File: src/core/odt_pkg.sv
// Constants shared by both ends of the on-die termination link.
// Assumes one 20 MHz clock on both ends and no software-visible registers.
package odt_pkg;
    // Clock period in picoseconds.
    localparam int CLK_PERIOD_PS = 50000;
    // Latency and hold field widths.
    localparam int AL_W = 5;
    localparam int CWL_W = 4;
    localparam int LAT_W = 6;
    localparam int HOLD_W = 3;
    // Fixed offset in the on/off latency.
    localparam logic [LAT_W-1:0] LAT_OFFSET = 6'h02;
    // Write-to-nominal extra clocks for chopped and full bursts.
    localparam logic [LAT_W-1:0] CHOP_EXTRA = 6'h04;
    localparam logic [LAT_W-1:0] FULL_EXTRA = 6'h06;
    // Depth of the request history line; covers the largest latency.
    localparam int HIST_DEPTH = 32;
    // Controller minimum high times, in clocks.
    localparam logic [HOLD_W-1:0] MIN_HIGH_TIME_SHORT = 3'h4;
    localparam logic [HOLD_W-1:0] MIN_HIGH_TIME_LONG = 3'h6;
    // Asynchronous turn-on and turn-off delays in picoseconds.
    localparam int ASYNC_DELAY_MIN_PS = 2000;
    localparam int ASYNC_DELAY_MAX_PS = 8500;
    localparam int ASYNC_MIN_CYC_RAW = (ASYNC_DELAY_MIN_PS + CLK_PERIOD_PS - 1) / CLK_PERIOD_PS;
    localparam int ASYNC_MAX_CYC_RAW = ASYNC_DELAY_MAX_PS / CLK_PERIOD_PS;
    // A clock period exceeds the whole window, so one cycle is used.
    localparam int ASYNC_DELAY_CYC = (ASYNC_MIN_CYC_RAW < 1) ? 1 : ASYNC_MIN_CYC_RAW;
    // Change skew window in hundredths of a clock; nominal is half.
    localparam int SKEW_MIN_PCT = 30;
    localparam int SKEW_MAX_PCT = 70;
    localparam int SKEW_NOM_PCT = 50;
endpackage

File: src/core/odt_link_if.sv
// Link between the memory controller end and the memory device end.
// Assumes both ends share the same clock; the bench joins them.
`timescale 1ns/1ps
interface odt_link_if;
    logic termination_request;
    logic write_cmd;
    logic burst_chop_four;
    logic power_down;
    modport ctrl (
        output termination_request,
        output write_cmd,
        output burst_chop_four,
        output power_down
    );
    modport dram (
        input termination_request,
        input write_cmd,
        input burst_chop_four,
        input power_down
    );
endinterface

File: src/core/odt_dram_end.sv
// Termination control of the memory device end.
// Assumes link signals are synchronous to I_MCLK and are sampled on its
// rising edge; the analogue half-clock placement is left to the pad cell.
`timescale 1ns/1ps
module odt_dram_end
    import odt_pkg::*;
(
    // Clock, reset and enable
    input wire logic I_MCLK,
    input wire logic I_RESET,
    input wire logic I_CE,
    // Link from the controller
    odt_link_if.dram link,
    // Mode settings
    input wire logic [AL_W-1:0] I_ADDITIVE_LATENCY,
    input wire logic [CWL_W-1:0] I_WRITE_COLUMN_LATENCY,
    input wire logic [1:0] I_WRITE_TERM_SELECT,
    input wire logic I_DLL_FROZEN_IN_PD,
    // Termination state
    output logic O_TERM_ON,
    output logic O_TERM_WRITE,
    output logic O_ASYNC_MODE
);

    typedef enum logic [1:0] {
        STR_NOMINAL,
        STR_WAIT_WRITE,
        STR_WRITE
    } strength_type;

    logic [HIST_DEPTH-1:0] hist_r;
    logic [HIST_DEPTH-1:0] hist_nxt;
    logic term_on_r;
    logic term_on_nxt;
    logic term_write_r;
    logic term_write_nxt;
    logic async_r;
    logic async_nxt;
    logic [LAT_W-1:0] since_r;
    logic [LAT_W-1:0] since_nxt;
    logic [LAT_W-1:0] end_r;
    logic [LAT_W-1:0] end_nxt;
    strength_type str_r;
    strength_type str_nxt;

    wire [LAT_W-1:0] term_latency;
    wire [LAT_W-1:0] nom_to_write_latency;
    wire [LAT_W-1:0] write_to_nom_latency_chop;
    wire [LAT_W-1:0] write_to_nom_latency_full;
    wire dynamic_enable;
    wire pd_frozen;
    wire write_seen;
    wire delayed_request;
    wire since_at_cnw;
    wire since_at_end;
    wire [LAT_W-1:0] since_inc;

    // The history line is indexed by latency-1, so the latency must not
    // be zero; legal latency settings always give at least three.
    assign term_latency = LAT_W'(I_ADDITIVE_LATENCY) + LAT_W'(I_WRITE_COLUMN_LATENCY)
        - LAT_OFFSET;
    assign nom_to_write_latency = term_latency;
    assign write_to_nom_latency_chop = CHOP_EXTRA + term_latency;
    assign write_to_nom_latency_full = FULL_EXTRA + term_latency;

    assign dynamic_enable = |I_WRITE_TERM_SELECT;
    assign pd_frozen = link.power_down & I_DLL_FROZEN_IN_PD;

    // Writes count only with dynamic switching on and outside power-down,
    // where the command receivers may be dark.
    assign write_seen = link.write_cmd & dynamic_enable & ~pd_frozen
        & ~link.power_down;

    assign hist_nxt = {hist_r[HIST_DEPTH-2:0], link.termination_request};
    assign delayed_request = hist_r[term_latency[4:0] - 5'h01];

    assign since_inc = (&since_r) ? since_r : since_r + 6'h01;
    assign since_at_cnw = (since_r == nom_to_write_latency);
    assign since_at_end = (since_r == end_r);

    // The request receiver stays live in power-down, so async mode still
    // tracks the pin; one cycle is longer than the whole allowed delay window.
    always_comb begin
        if (async_r) begin
            term_on_nxt = link.termination_request;
        end else begin
            term_on_nxt = delayed_request;
        end
    end

    assign async_nxt = pd_frozen;

    // Strength sequencing; a new write restarts the count so back-to-back
    // writes keep write strength until the last one runs out.
    always_comb begin
        str_nxt = str_r;
        since_nxt = since_inc;
        end_nxt = end_r;
        term_write_nxt = term_write_r;
        if (async_r || !dynamic_enable) begin
            str_nxt = STR_NOMINAL;
            since_nxt = '0;
            term_write_nxt = 1'b0;
        end else if (write_seen) begin
            str_nxt = STR_WAIT_WRITE;
            since_nxt = 6'h01;
            if (link.burst_chop_four) begin
                end_nxt = write_to_nom_latency_chop;
            end else begin
                end_nxt = write_to_nom_latency_full;
            end
        end else begin
            unique case (str_r)
                STR_NOMINAL: begin
                    since_nxt = '0;
                    term_write_nxt = 1'b0;
                end
                STR_WAIT_WRITE: begin
                    if (since_at_cnw) begin
                        str_nxt = STR_WRITE;
                        term_write_nxt = 1'b1;
                    end
                end
                STR_WRITE: begin
                    if (since_at_end) begin
                        str_nxt = STR_NOMINAL;
                        term_write_nxt = 1'b0;
                    end
                end
            endcase
        end
    end

    // When a restarting write lands while already at write strength,
    // the strength stays up until the new end count; no glitch to nominal.
    always_ff @(posedge I_MCLK) begin
        if (I_RESET) begin
            hist_r <= '0;
            term_on_r <= 1'b0;
            async_r <= 1'b0;
        end else if (I_CE) begin
            hist_r <= hist_nxt;
            term_on_r <= term_on_nxt;
            async_r <= async_nxt;
        end
    end

    always_ff @(posedge I_MCLK) begin
        if (I_RESET) begin
            str_r <= STR_NOMINAL;
            since_r <= '0;
            end_r <= '0;
            term_write_r <= 1'b0;
        end else if (I_CE) begin
            str_r <= (write_seen && str_r == STR_WRITE) ? STR_WRITE : str_nxt;
            since_r <= since_nxt;
            end_r <= end_nxt;
            term_write_r <= term_write_nxt;
        end
    end

    // The pad cell lands each change half a clock after these edges,
    // inside the skew window given in the package.
    assign O_TERM_ON = term_on_r;
    assign O_TERM_WRITE = term_write_r;
    assign O_ASYNC_MODE = async_r;

endmodule

File: src/flat_wrapper.sv
// flat-port wrapper written by rule: the top's interface ports become plain ports
module odt_dram_end_flat import odt_pkg::*;
  (I_MCLK, I_RESET, I_CE, I_ADDITIVE_LATENCY, I_WRITE_COLUMN_LATENCY, I_WRITE_TERM_SELECT, I_DLL_FROZEN_IN_PD, O_TERM_ON, O_TERM_WRITE, O_ASYNC_MODE, link_termination_request, link_write_cmd, link_burst_chop_four, link_power_down);
  odt_link_if link_i ();
  input wire logic I_MCLK;
  input wire logic I_RESET;
  input wire logic I_CE;
  input wire logic [AL_W-1:0] I_ADDITIVE_LATENCY;
  input wire logic [CWL_W-1:0] I_WRITE_COLUMN_LATENCY;
  input wire logic [1:0] I_WRITE_TERM_SELECT;
  input wire logic I_DLL_FROZEN_IN_PD;
  output logic O_TERM_ON;
  output logic O_TERM_WRITE;
  output logic O_ASYNC_MODE;
  input wire logic [$bits(link_i.termination_request)-1:0] link_termination_request;
  input wire logic [$bits(link_i.write_cmd)-1:0] link_write_cmd;
  input wire logic [$bits(link_i.burst_chop_four)-1:0] link_burst_chop_four;
  input wire logic [$bits(link_i.power_down)-1:0] link_power_down;
  assign link_i.termination_request = link_termination_request;
  assign link_i.write_cmd = link_write_cmd;
  assign link_i.burst_chop_four = link_burst_chop_four;
  assign link_i.power_down = link_power_down;
  odt_dram_end u_core (.I_MCLK(I_MCLK), .I_RESET(I_RESET), .I_CE(I_CE), .link(link_i), .I_ADDITIVE_LATENCY(I_ADDITIVE_LATENCY), .I_WRITE_COLUMN_LATENCY(I_WRITE_COLUMN_LATENCY), .I_WRITE_TERM_SELECT(I_WRITE_TERM_SELECT), .I_DLL_FROZEN_IN_PD(I_DLL_FROZEN_IN_PD), .O_TERM_ON(O_TERM_ON), .O_TERM_WRITE(O_TERM_WRITE), .O_ASYNC_MODE(O_ASYNC_MODE));
endmodule
File: config.mk
export PLATFORM = sky130hd
export DESIGN_NAME = odt_dram_end_flat
export DESIGN_NICKNAME = d
export VERILOG_FILES = /design/src/core/odt_pkg.sv /design/src/core/odt_link_if.sv /design/src/core/odt_dram_end.sv /design/src/flat_wrapper.sv
export SDC_FILE = /design/constraint.sdc
export NUM_CORES = 1
export LEC_CHECK = 0
export BUFFER_PORTS_ARGS = -buffer_cell sky130_fd_sc_hd__buf_2
export CORE_MARGIN = 1
export CORE_UTILIZATION = 30
export CTS_BUF_LIST = sky130_fd_sc_hd__clkbuf_8
export CTS_CLUSTER_DIAMETER = 80
export DETAILED_ROUTE_END_ITERATION = 6
export PLACE_DENSITY = 0.56
export SKIP_LAST_GASP = 1
export SLEW_MARGIN = 20
export SYNTH_ARGS = -nofsm -noshare
export SYNTH_HDL_FRONTEND = slang
export SYNTH_SLANG_ARGS = --single-unit
File: constraint.sdc
create_clock -name I_MCLK -period 4.1 [get_ports I_MCLK]
set_clock_uncertainty 0.05 [all_clocks]
set_input_delay 0.205 -clock I_MCLK [delete_from_list [all_inputs] [get_ports I_MCLK]]
set_output_delay 0.205 -clock I_MCLK [all_outputs]
set_load 0.01 [all_outputs]
Word-level counts from Yosys, hierarchy flattened. Index checks and enable logic that the tools add are counted.

Mux-type cells: 19. Reduce and logical (&&, ||, !) cells: 11. Magnitude comparators: 1. Bitwise logic cells: 7. Add/subtract/negate cells: 6. Eq/ne operators: 10.

Operator list (count): two-way mux 6 bit (5); adder 3 x 6 -> 6 bit, first input constant (2); equality test 6 bit (2); two-way mux 2 bit (5); AND reduction 4 bit (2); adder 5 x 4 -> 6 bit (1); adder 6 x 1 -> 6 bit, second input constant (1); less-than comparator 5 x 6 -> 1 bit, second input constant (1); two-way mux 1 bit (6); != test 3 x 1 -> 1 bit, second input constant (2); AND reduction 6 bit (1); subtractor 6 x 2 -> 6 bit, second input constant (1); binary-select mux 1 bit (select 5 bit) (1); != test 5 x 1 -> 1 bit, second input constant (1); != test 5 x 2 -> 1 bit, second input constant (1); nonzero test 5 bit (1); subtractor 5 x 1 -> 5 bit, second input constant (1); AND 1 bit (4); != test 4 x 3 -> 1 bit, second input constant (1); case mux 2 bit (2 select lines) (1); NOT 1 bit (3); case mux 1 bit (3 select lines) (1); AND reduction 3 bit (1); equality test 2 x 1 -> 1 bit, second input constant (1); other kinds (8) (8).

Bits in registers: 49. Word-level logic and storage cells: 61. Input bits: 19. Output and inout bits: 3.

Longest topological paths before layout. Gate-level depths: netlist of run 1.

Depth in word-level cells: 8. Gate-level depth with buffers: 14. Depth with buffers taken out: 14.

Least setup slack after synthesis of run 1. OpenSTA, ideal clock, no wires.

Path kind: input-to-reg. Start: in I_ADDITIVE_LATENCY[1]. End: reg u_core.term_on_r (netlist: u_core.O_TERM_ON). Setup time: 124 ps. Path buffers: 0. Arrival: 2913 ps. Data required time: 3926 ps. Cell stages on the path: 14. Slack: 1012 ps. Cell sequence: inv_1 > ha_1 > inv_1 > ha_1 > inv_1 > fa_1 > ha_1 > a21boi_0 > xnor2_1 > mux4_1 > mux2i_1 > o21ai_1 > mux2i_1 > nor2_1.

Longest elaborated chain between the ends: 6.

Ends and longest elaborated chain: start, declared (line flat_wrapper.sv:8) `input wire logic [AL_W-1:0] I_ADDITIVE_LATENCY;`; adder 5 x 4 -> 6 bit (line odt_dram_end.sv:60) `assign term_latency = LAT_W'(I_ADDITIVE_LATENCY) + LAT_W'(I_WRITE_COLUMN_LATENCY)`; subtractor 6 x 2 -> 6 bit (line odt_dram_end.sv:61) `- LAT_OFFSET;`; subtractor 5 x 1 -> 5 bit (line odt_dram_end.sv:75) `assign delayed_request = hist_r[term_latency[4:0] - 5'h01];`; binary-select mux 1 bit (select 5 bit) (line odt_dram_end.sv:75); two-way mux 1 bit (implied by the code) (line odt_dram_end.sv:75); two-way mux 1 bit (line odt_dram_end.sv:84) `if (async_r) begin`; end signal, assigned (line odt_dram_end.sv:143) `term_on_r <= term_on_nxt;`; end, declared (line odt_dram_end.sv:33) `logic term_on_r;`.

Every way passes these cells. The select of a mux whose other input is x is not followed. A chain may end at the register's enable or synchronous reset.

Worst setup path in the final report of run 1. Same ends and word-level chain as after synthesis.

==> impl_metrics.env, run 1 <==
export IMPL_hold_ws_ns=0.117
export IMPL_vias=2028
export IMPL_layout_common_cells="61 x nor2_1, 49 x dfxtp_1, 36 x mux2i_1"
export IMPL_r2r_end="u_core.str_r[1]"
export IMPL_path_clk_slew_ns=0.10
export IMPL_worstPathRequired_ns=4.22
export IMPL_fmax_mhz=318
export IMPL_tns_ns=0
export IMPL_hold_viol=0
export IMPL_final_common_cell="nor2_1"
export IMPL_gp_congestion=0.762
export IMPL_reg2reg_from="u_core.since_r[3]"
export IMPL_multiInputGateArea_sq_mm=0.00170
export IMPL_slowest_stage="fa_1"
export IMPL_port_buffers=21
export IMPL_clkLatencyLatePin_ns=0.30
export IMPL_grt_pass1_vias=1951
export IMPL_drive_gt1_frac=0.111
export IMPL_antenna_found_initial=0
export IMPL_viasPerCell=4.76
export IMPL_min_period_over_period=0.766
export IMPL_rsz0062_at_grt="false"
export IMPL_postCtsResizedCells=0
export IMPL_yosysUniqueCellTypes=43
export IMPL_slew_headroom=0.375
export IMPL_synthToLayoutAreaGrowth_pct=11.1
export IMPL_regArea_sq_um=981
export IMPL_hold_depth=3
export IMPL_yosysWarnings=0
export IMPL_maxCapViolations=0
export IMPL_critical_path_arrival_ns=3.26
export IMPL_path_max_fanout=7
export IMPL_postLayoutSetupSlackWorst_ns=0.958
export IMPL_period_needed_ns=3.14
export IMPL_synth_fp_nets=333
export IMPL_grt_use_total=0.119
export IMPL_postCtsHoldBufs=0
export IMPL_setup_viol=0
export IMPL_r2r_cells=7
export IMPL_rows=35
export IMPL_r2r_slack_ns=1.84
export IMPL_critPathTopFamily="adder cells"
export IMPL_slowest_delay_ns=0.67
export IMPL_netlist_area_sq_mm=0.00284
export IMPL_ys_flop_type="dfxtp_1"
export IMPL_grt_overflow_total=0
export IMPL_numCtsBuffers=5
export IMPL_cts_root_buf="clkbuf_8"
export IMPL_drc_errors=0
export IMPL_drt_iter0_markers=68
export IMPL_tritoncts="yes"
export IMPL_path_buf_inv=4
export IMPL_dpl_hpwl_um=3910
export IMPL_dr_pass1_iters=4
export IMPL_drt_total_wl_um=5500
export IMPL_p_per_area_mw_per_mm2=366
export IMPL_grt_max_degree=47
export IMPL_min_to="u_core.hist_r[0]"
export IMPL_place_ws_ns=0.637
export IMPL_end_kind="flop"
export IMPL_max_clock_path_buffers=2
export IMPL_htreeDepth=2
export IMPL_post_cts_setup_buffers=0
export IMPL_cp_depth=15
export IMPL_p_leak_nw=1.43
export IMPL_tightest_slew_ns=0.930
export IMPL_min_delay_start="link_termination_request"
export IMPL_die_x_um=99.3
export IMPL_drtAntennaViolNets=0
export IMPL_wl_per_cell_um=12.9
export IMPL_syn_instance_count=298
export IMPL_die_y_um=99.3
export IMPL_start_kind="input pin"
export IMPL_slew_violations=0
export IMPL_fin_nets=349
export IMPL_hold_class="input pin to flop"
export IMPL_core_sq_mm=0.00920
export IMPL_boundaryPins=22
export IMPL_fill_cells=964
export IMPL_ir_drop_uv=176
export IMPL_start_util=0.309
export IMPL_ys_ff_latch=49
export IMPL_crit_chain="buf_2, inv_1, ha_1, inv_1, ha_1, inv_1, fa_1, ha_1, a21boi_0, xnor2_1, mux4_1, mux2i_1, o21ai_1, mux2i_1, nor2_1"
export IMPL_n_antenna_cell=0
export IMPL_cts_sinks=49
export IMPL_status="finished, final reports clean"
export IMPL_avgSynthCellArea_sq_um=9.54
export IMPL_dieArea_sq_mm=0.00986
export IMPL_synth_edf_count=0
export IMPL_async_flop_share=0
export IMPL_power_total_w=0.00115
export IMPL_post_route_util=0.343
export IMPL_worst_setup_path_type="input pin to flop"
export IMPL_synth_yosys_seq_area_share=0.345
export IMPL_grt_pass1_wl_um=9320
area by class of cell:
class / instances / area share
multi-input cells: 213 / 0.538
flip-flops and latches: 49 / 0.311
well taps: 111 / 0.0440
repair buffers: 23 / 0.0380
inverters: 22 / 0.0261
clock buffers: 5 / 0.0218
clock inverters: 3 / 0.0218
worst min-delay path, delay by kind of cell:
family / cells / cell delay, ns
buffers and inverters: 1 / 0.09
AND/OR/NAND/NOR: 1 / 0.08
multiplexers: 1 / 0.06
synth_stat cells, types with 2 or more instances:
cell type / number / area [sq um]
a21oi_1: 16 / 80.1
and3_1: 2 / 12.5
clkbuf_1: 6 / 22.5
xor2_1: 5 / 43.8
nor3_1: 3 / 15.0
mux2i_1: 36 / 360
nor2b_1: 3 / 18.8
dfxtp_1: 49 / 981
inv_1: 22 / 82.6
buf_1: 2 / 7.51
xnor2_1: 16 / 140
nand3_1: 5 / 25.0
o21ai_0: 3 / 15.0
ha_1: 15 / 188
a211oi_1: 2 / 15.0
buf_4: 3 / 22.5
nor2_1: 61 / 229
o21ai_1: 2 / 10.0
xnor3_1: 2 / 45.0
nand2_1: 11 / 41.3
mux4_1: 10 / 263
nand2b_1: 2 / 12.5
o31ai_1: 2 / 15.0
routing by layer:
metal	up-vias	GRT usage	wire (um)
met5	-	0	0
met4	0	0.0305	24
met3	2	0.0260	104
met2	15	0.202	2640
met1	961	0.153	2730
li1	1050	-	-
logic make-up (layout without fill, tap and decap cells):
group / count (synthesis) / after routing / share of synthesized area
xor gates and xnor gates: 25 / 25 / 0.0960
muxes: 46 / 46 / 0.219
AOI/OAI and AO/OA: 33 / 33 / 0.0700
and+or+nand+nor: 93 / 93 / 0.139
adders and majority gates: 16 / 16 / 0.0731
DFF: 49 / 49 / 0.345
buffers and inverters: 36 / 53 / 0.0572
sequential cells by signal, summed over array words and instances (netlist names):
name                 count
u_core.end_r             6
u_core.O_TERM_ON         1
u_core.O_ASYNC_MODE      1
u_core.hist_r           32
u_core.since_r           6
u_core.O_TERM_WRITE      1
u_core.str_r             2
report_power, final:
group | switching [W] | internal (W)
Clock | 0.000170 | 0.000246
Sequential | 0.00000937 | 0.000484
Combinational | 0.000130 | 0.000115
Total | 0.000310 | 0.000845
worst max-delay path by stage:
stage                               start               end  slack (ns)
global route        I_ADDITIVE_LATENCY[1]  u_core.O_TERM_ON        0.76
detailed placement  I_ADDITIVE_LATENCY[1]  u_core.O_TERM_ON        0.64
global placement    I_ADDITIVE_LATENCY[1]  u_core.O_TERM_ON        0.76
finish              I_ADDITIVE_LATENCY[1]  u_core.O_TERM_ON        0.96
floorplan           I_ADDITIVE_LATENCY[1]  u_core.O_TERM_ON        1.01
CTS                 I_ADDITIVE_LATENCY[1]  u_core.O_TERM_ON        0.96
stage by stage:
step	cell area (sq um)	std cells
global placement	3020	418
CTS	3160	426
floorplan	2840	298
finish	3160	426
global route	3160	426
detailed placement	3020	418
Note: power is estimated with default switching activity, not from simulation.
==> inputs of run 2 (changes only) <==
--- a/config.mk
+++ b/config.mk
@@ -11,7 +11,7 @@
 export CTS_BUF_LIST = sky130_fd_sc_hd__clkbuf_8
 export CTS_CLUSTER_DIAMETER = 80
 export DETAILED_ROUTE_END_ITERATION = 6
-export PLACE_DENSITY = 0.56
+export PLACE_DENSITY = 0.57
 export SKIP_LAST_GASP = 1
 export SLEW_MARGIN = 20
 export SYNTH_ARGS = -nofsm -noshare
==> constraint.sdc (replaced) <==
create_clock -name I_MCLK -period 2.72 [get_ports I_MCLK]
set_clock_uncertainty 0.05 [all_clocks]
set_input_delay 0.136 -clock I_MCLK [delete_from_list [all_inputs] [get_ports I_MCLK]]
set_output_delay 0.136 -clock I_MCLK [all_outputs]
set_load 0.01 [all_outputs]
==> run 2 against run 1 <==
  * Largest cell class unchanged
  * Combinational power up 88%
  * Flip-flop and latch count unchanged
  * First-iteration DRC count up 12%
  * Total power up 44%
  * Largest power group unchanged
  * Design area up 4.8%
  * Register-to-register slack worse by 1.4 ns
  * Highest routed layer unchanged
  * Clock power up 11%
  * Critical path depth unchanged
  * Sequential share of layout area down 1.4 points
  * Core utilization up 1.6 points
==> impl_metrics.env, run 2 (synthesis gave the netlist of run 1 again) <==
export IMPL_numCtsBuffers=5
export IMPL_maxCapViolations=0
export IMPL_critical_path_arrival_ns=2.77
export IMPL_grt_max_degree=47
export IMPL_grt_use_total=0.119
export IMPL_dieArea_sq_mm=0.00986
export IMPL_fin_nets=361
export IMPL_critPathTopFamily="adder cells"
export IMPL_clkLatencyLatePin_ns=0.31
export IMPL_cts_root_buf="clkbuf_8"
export IMPL_end_kind="flop"
export IMPL_final_cells=438
export IMPL_path_buf_inv=4
export IMPL_slowest_delay_ns=0.63
export IMPL_p_leak_nw=1.47
export IMPL_hold_viol=0
export IMPL_start_util=0.309
export IMPL_wl_per_cell_um=12.7
export IMPL_port_buffers=21
export IMPL_viasPerCell=4.72
export IMPL_slowest_stage="fa_2"
export IMPL_core_sq_mm=0.00920
export IMPL_dpl_hpwl_um=4080
export IMPL_p_per_area_mw_per_mm2=504
export IMPL_fmax_mhz=379
export IMPL_htreeDepth=2
export IMPL_slew_headroom=0.434
export IMPL_drt_iter0_markers=76
export IMPL_drtAntennaViolNets=0
export IMPL_path_max_fanout=4
export IMPL_max_clock_path_buffers=2
export IMPL_drc_errors=0
export IMPL_grt_pass1_wl_um=9320
export IMPL_synthToLayoutAreaGrowth_pct=16.5
export IMPL_worst_setup_path_type="input pin to flop"
export IMPL_grt_pass1_vias=1962
export IMPL_final_common_cell="nor2_1"
export IMPL_crit_top_cell="ha_4"
export IMPL_hold_class="input pin to flop"
export IMPL_ir_drop_uv=240
export IMPL_die_x_um=99.3
export IMPL_n_antenna_cell=0
export IMPL_power_total_w=0.00167
export IMPL_tritoncts="yes"
export IMPL_worstPathRequired_ns=2.84
export IMPL_gp_congestion=0.745
export IMPL_place_inst=429
export IMPL_status="finished, final reports clean"
export IMPL_drt_total_wl_um=5560
export IMPL_hold_ws_ns=0.0377
export IMPL_dr_pass1_iters=4
export IMPL_vias=2069
export IMPL_slew_violations=0
export IMPL_layout_common_cells="61 x nor2_1, 49 x dfxtp_1, 36 x mux2i_1"
export IMPL_setup_viol=0
export IMPL_boundaryPins=22
export IMPL_antenna_found_initial=0
export IMPL_rsz0062_at_grt="true"
export IMPL_die_y_um=99.3
export IMPL_drive_gt1_frac=0.187
export IMPL_crit_chain="buf_6, inv_12, ha_4, inv_2, ha_4, inv_2, fa_2, ha_4, a21boi_4, xnor2_2, mux4_2, mux2i_1, o21ai_1, mux2i_1, nor2_1"
export IMPL_regMostFlops="u_core.hist_r"
export IMPL_rows=35
export IMPL_path_clk_slew_ns=0.10
export IMPL_fill_cells=946
export IMPL_grt_overflow_total=0
export IMPL_cts_sinks=49
export IMPL_postCtsHoldBufs=0
export IMPL_min_period_over_period=0.971
export IMPL_largest_register_ffs=32
export IMPL_period_needed_ns=2.64
export IMPL_start_kind="input pin"
export IMPL_largest_registers="u_core.hist_r x32, u_core.end_r x6, u_core.since_r x6"
export IMPL_r2r_slack_ns=0.45
export IMPL_tightest_slew_ns=0.850
-- run 2: cell types whose count changed in the layout (fill, tap and decap cells not counted), moves of 4 or more --
| cell | change |
|---|---|
| ha_1 | -5 |
| ha_4 | +4 |
| buf_4 | +12 |
| inv_1 | -4 |
-- run 2: where the power goes --
part           switching [W]  internal [W]  total (W)
combinational       0.000226      0.000235   0.000461
clock               0.000269      0.000194   0.000463
sequential         0.0000144      0.000730   0.000744
total               0.000509       0.00116    0.00167
-- run 2: metal layers --
| layer | track usage | wire length (um) |
|---|---|---|
| met4 | 0.0339 | 59 |
| met1 | 0.157 | 2740 |
| met5 | 0 | 0 |
| met2 | 0.201 | 2640 |
| met3 | 0.0197 | 113 |
-- run 2: stage by stage --
stage | util | TNS [ns] | setup WS [ns] | cell area (sq um)
floorplan | - | -0.0524 | -0.0524 | 2920
global placement | 0.346 | -0.586 | -0.260 | 3180
detailed placement | 0.346 | -0.788 | -0.362 | 3180
CTS | 0.357 | 0 | 0.0198 | 3280
global route | 0.360 | -0.0265 | -0.0188 | 3310
finish | 0.360 | 0 | 0.0781 | 3310
-- run 2: tightest hold or removal path, stage by stage --
cell and delay [ns]:
buf_2 0.09, mux2i_1 0.06, nor2_1 0.07
-- run 2: worst paths after layout --
| kind | start | to | cells past startpoint |
|---|---|---|---|
| min reg2reg | u_core.end_r[4] | u_core.end_r[4] | 2 |
| min | link_termination_request | u_core.hist_r[0] | 3 |
| max reg2reg | u_core.since_r[3] | u_core.str_r[1] | 7 |
| max | I_WRITE_COLUMN_LATENCY[1] | u_core.O_TERM_ON | 15 |
-- run 2: final cells by class --
type | instances | area [sq um] | share of cell area
timing repair buffer | 35 | 223 | 0.0673
tap | 111 | 139 | 0.0420
clock buffer | 5 | 68.8 | 0.0208
sequential | 49 | 981 | 0.296
multi-input combinational | 213 | 1770 | 0.535
clock inverter | 3 | 28.8 | 0.00870
inverter | 22 | 97.6 | 0.0295
-- run 2: repair_timing --
action | in CTS | in global routing
endpoints found under the setup margin | 1 | 3
endpoints found under the hold margin | 0 | 0
setup buffers | 0 | 1
resized for setup | 1 | 5
pin swaps | 1 | 5
cloned | 0 | 0
==> inputs of run 3 (changes only) <==
--- a/config.mk
+++ b/config.mk
@@ -12,6 +12,7 @@
 export CTS_CLUSTER_DIAMETER = 80
 export DETAILED_ROUTE_END_ITERATION = 6
 export PLACE_DENSITY = 0.57
+export REMOVE_ABC_BUFFERS = 1
 export SKIP_LAST_GASP = 1
 export SLEW_MARGIN = 20
 export SYNTH_ARGS = -nofsm -noshare
==> run 3 against run 2 <==
  * Via count decreased by 0.92%
  * Critical path depth increased by 1
  * Non-clock buffer count grew 2
  * Core utilization up 0.16 points
  * Register-to-register slack improved by 0.07 ns
  * Design area is 0.45% higher
  * Critical path type unchanged
  * Critical endpoint unchanged
  * Largest cell class unchanged
  * Largest power group unchanged
==> impl_metrics.env, run 3 (synthesis gave the netlist of run 1 again) <==
export IMPL_ir_drop_uv=228
export IMPL_min_delay_start="I_DLL_FROZEN_IN_PD"
export IMPL_fin_nets=363
export IMPL_clkLatencyLatePin_ns=0.30
export IMPL_core_sq_mm=0.00920
export IMPL_status="finished, final reports clean"
export IMPL_grt_pass1_vias=1974
export IMPL_tritoncts="yes"
export IMPL_tightest_slew_ns=0.867
export IMPL_largest_registers="u_core.hist_r x32, u_core.end_r x6, u_core.since_r x6"
export IMPL_pwr_share_comb=0.245
export IMPL_worst_setup_path_type="input pin to flop"
export IMPL_antenna_found_initial=0
export IMPL_htreeDepth=2
export IMPL_p_seq_frac=0.411
export IMPL_postCtsHoldBufs=0
export IMPL_vias=2050
export IMPL_max_clock_path_buffers=2
export IMPL_layout_common_cells="61 x nor2_1, 49 x dfxtp_1, 36 x mux2i_1"
export IMPL_period_needed_ns=2.62
export IMPL_p_per_area_mw_per_mm2=545
export IMPL_grt_use_total=0.117
export IMPL_hold_viol=0
export IMPL_slew_headroom=0.422
export IMPL_hold_class="input pin to flop"
export IMPL_synthToLayoutAreaGrowth_pct=17.0
export IMPL_p_sw_frac=0.268
export IMPL_drt_total_wl_um=5420
export IMPL_gp_congestion=0.715
export IMPL_boundaryPins=22
export IMPL_grt_overflow_total=0
export IMPL_start_kind="input pin"
export IMPL_port_buffers=21
export IMPL_setup_viol=0
export IMPL_switchingPower_w=0.000485
export IMPL_reg2reg_from="u_core.since_r[3]"
export IMPL_final_common_cell="nor2_1"
export IMPL_grt_pass1_wl_um=9130
export IMPL_place_inst=429
export IMPL_cts_sinks=49
export IMPL_path_buf_inv=5
export IMPL_p_int_w=0.00133
export IMPL_dr_pass1_iters=4
export IMPL_rows=35
export IMPL_slew_violations=0
export IMPL_regMostFlops="u_core.hist_r"
export IMPL_drtAntennaViolNets=0
export IMPL_dpl_hpwl_um=4010
export IMPL_critical_path_arrival_ns=2.74
export IMPL_numCtsBuffers=5
export IMPL_die_x_um=99.3
export IMPL_largest_register_ffs=32
export IMPL_die_y_um=99.3
export IMPL_worstPathRequired_ns=2.83
export IMPL_maxCapViolations=0
export IMPL_slowest_delay_ns=0.59
export IMPL_wl_per_cell_um=12.3
export IMPL_dieArea_sq_mm=0.00986
export IMPL_drc_errors=0
export IMPL_cts_root_buf="clkbuf_8"
export IMPL_crit_top_cell="ha_4"
export IMPL_start_util=0.309
export IMPL_min_period_over_period=0.965
export IMPL_drt_iter0_markers=104
export IMPL_p_leak_nw=1.48
export IMPL_path_max_fanout=3
export IMPL_end_kind="flop"
export IMPL_path_clk_slew_ns=0.09
export IMPL_viasPerCell=4.66
export IMPL_startpoint="I_ADDITIVE_LATENCY[1]"
export IMPL_power_total_w=0.00181
export IMPL_n_antenna_cell=0
export IMPL_final_cells=440
export IMPL_drive_gt1_frac=0.185
export IMPL_grt_max_degree=47
export IMPL_crit_chain="buf_6, inv_4, ha_4, inv_2, ha_4, inv_2, fa_2, ha_4, a21boi_2, xnor2_1, buf_4, mux4_2, mux2i_1, o21ai_1, mux2i_1, nor2_1"
export IMPL_fmax_mhz=381
export IMPL_critPathTopFamily="adder cells"
export IMPL_slowest_stage="fa_2"
export IMPL_rsz0062_at_grt="true"
export IMPL_clkPwrFrac=0.344
-- run 3: what timing repair did --
| item | in CTS | in global routing |
|---|---|---|
| resized for setup | 12 | 7 |
| pin swaps | 6 | 5 |
| setup buffers | 2 | 1 |
| cloned | 0 | 0 |
| setup endpoints to repair | 1 | 3 |
-- run 3: power groups by stage --
stage / clock [W] / combinational (W) / sequential (W)
2_1_floorplan: 0 / 0.000275 / 0.000757
3_3_place_gp: 0 / 0.000406 / 0.000761
3_5_place_dp: 0 / 0.000411 / 0.000760
4_1_cts: 0.000645 / 0.000437 / 0.000744
5_1_grt: 0.000667 / 0.000497 / 0.000747
6_report: 0.000623 / 0.000445 / 0.000744
-- run 3: stage by stage --
stage                      util  setup WS [ns]  TNS, ns  hold slack [ns]  cell area, sq um
after floorplan               -         -0.289   -0.289            0.155              2760
after global placement    0.337         -0.366   -0.855            0.354              3100
after detailed placement  0.337         -0.443   -0.910            0.371              3100
after CTS                 0.357        0.00767        0           0.0454              3280
after global routing      0.361        -0.0419  -0.0458           0.0693              3320
final                     0.361         0.0957        0           0.0578              3320
-- run 3: path summary, 6_finish.rpt --
| path | cells past startpoint | slack [ns] | to |
|---|---|---|---|
| worst max-delay path | 16 | 0.1 | u_core.O_TERM_ON |
| worst max register to register | 7 | 0.52 | u_core.str_r[1] |
| worst min register to register | 2 | 0.46 | u_core.end_r[0] |
| worst min-delay path | 3 | 0.06 | u_core.O_ASYNC_MODE |
-- run 3: cell type report --
| cell class | instances | area, sq um |
|---|---|---|
| multi-input cells | 213 | 1740 |
| well taps | 111 | 139 |
| inverters | 22 | 85.1 |
| clock buffers | 5 | 68.8 |
| fillers | 925 | 5870 |
| repair buffers | 37 | 238 |
| clock inverters | 3 | 68.8 |
| flip-flops and latches | 49 | 981 |
-- run 3: per-layer routing --
metal | up-vias | share of wire | GRT usage
met5 | - | 0 | 0
met2 | 19 | 0.48 | 0.200
li1 | 1080 | - | -
met4 | 0 | 0.0090 | 0.0339
met3 | 5 | 0.022 | 0.0232
met1 | 946 | 0.49 | 0.149
-- run 3: worst register-to-register path, stage by stage, from the launching register on --
cell and delay [ns]:
dfxtp_1 0.45, xnor3_1 0.42, nor4_1 0.29, o21ai_1 0.15
nand3b_1 0.23, a21oi_4 0.19, mux2i_1 0.19, a21oi_1 0.07
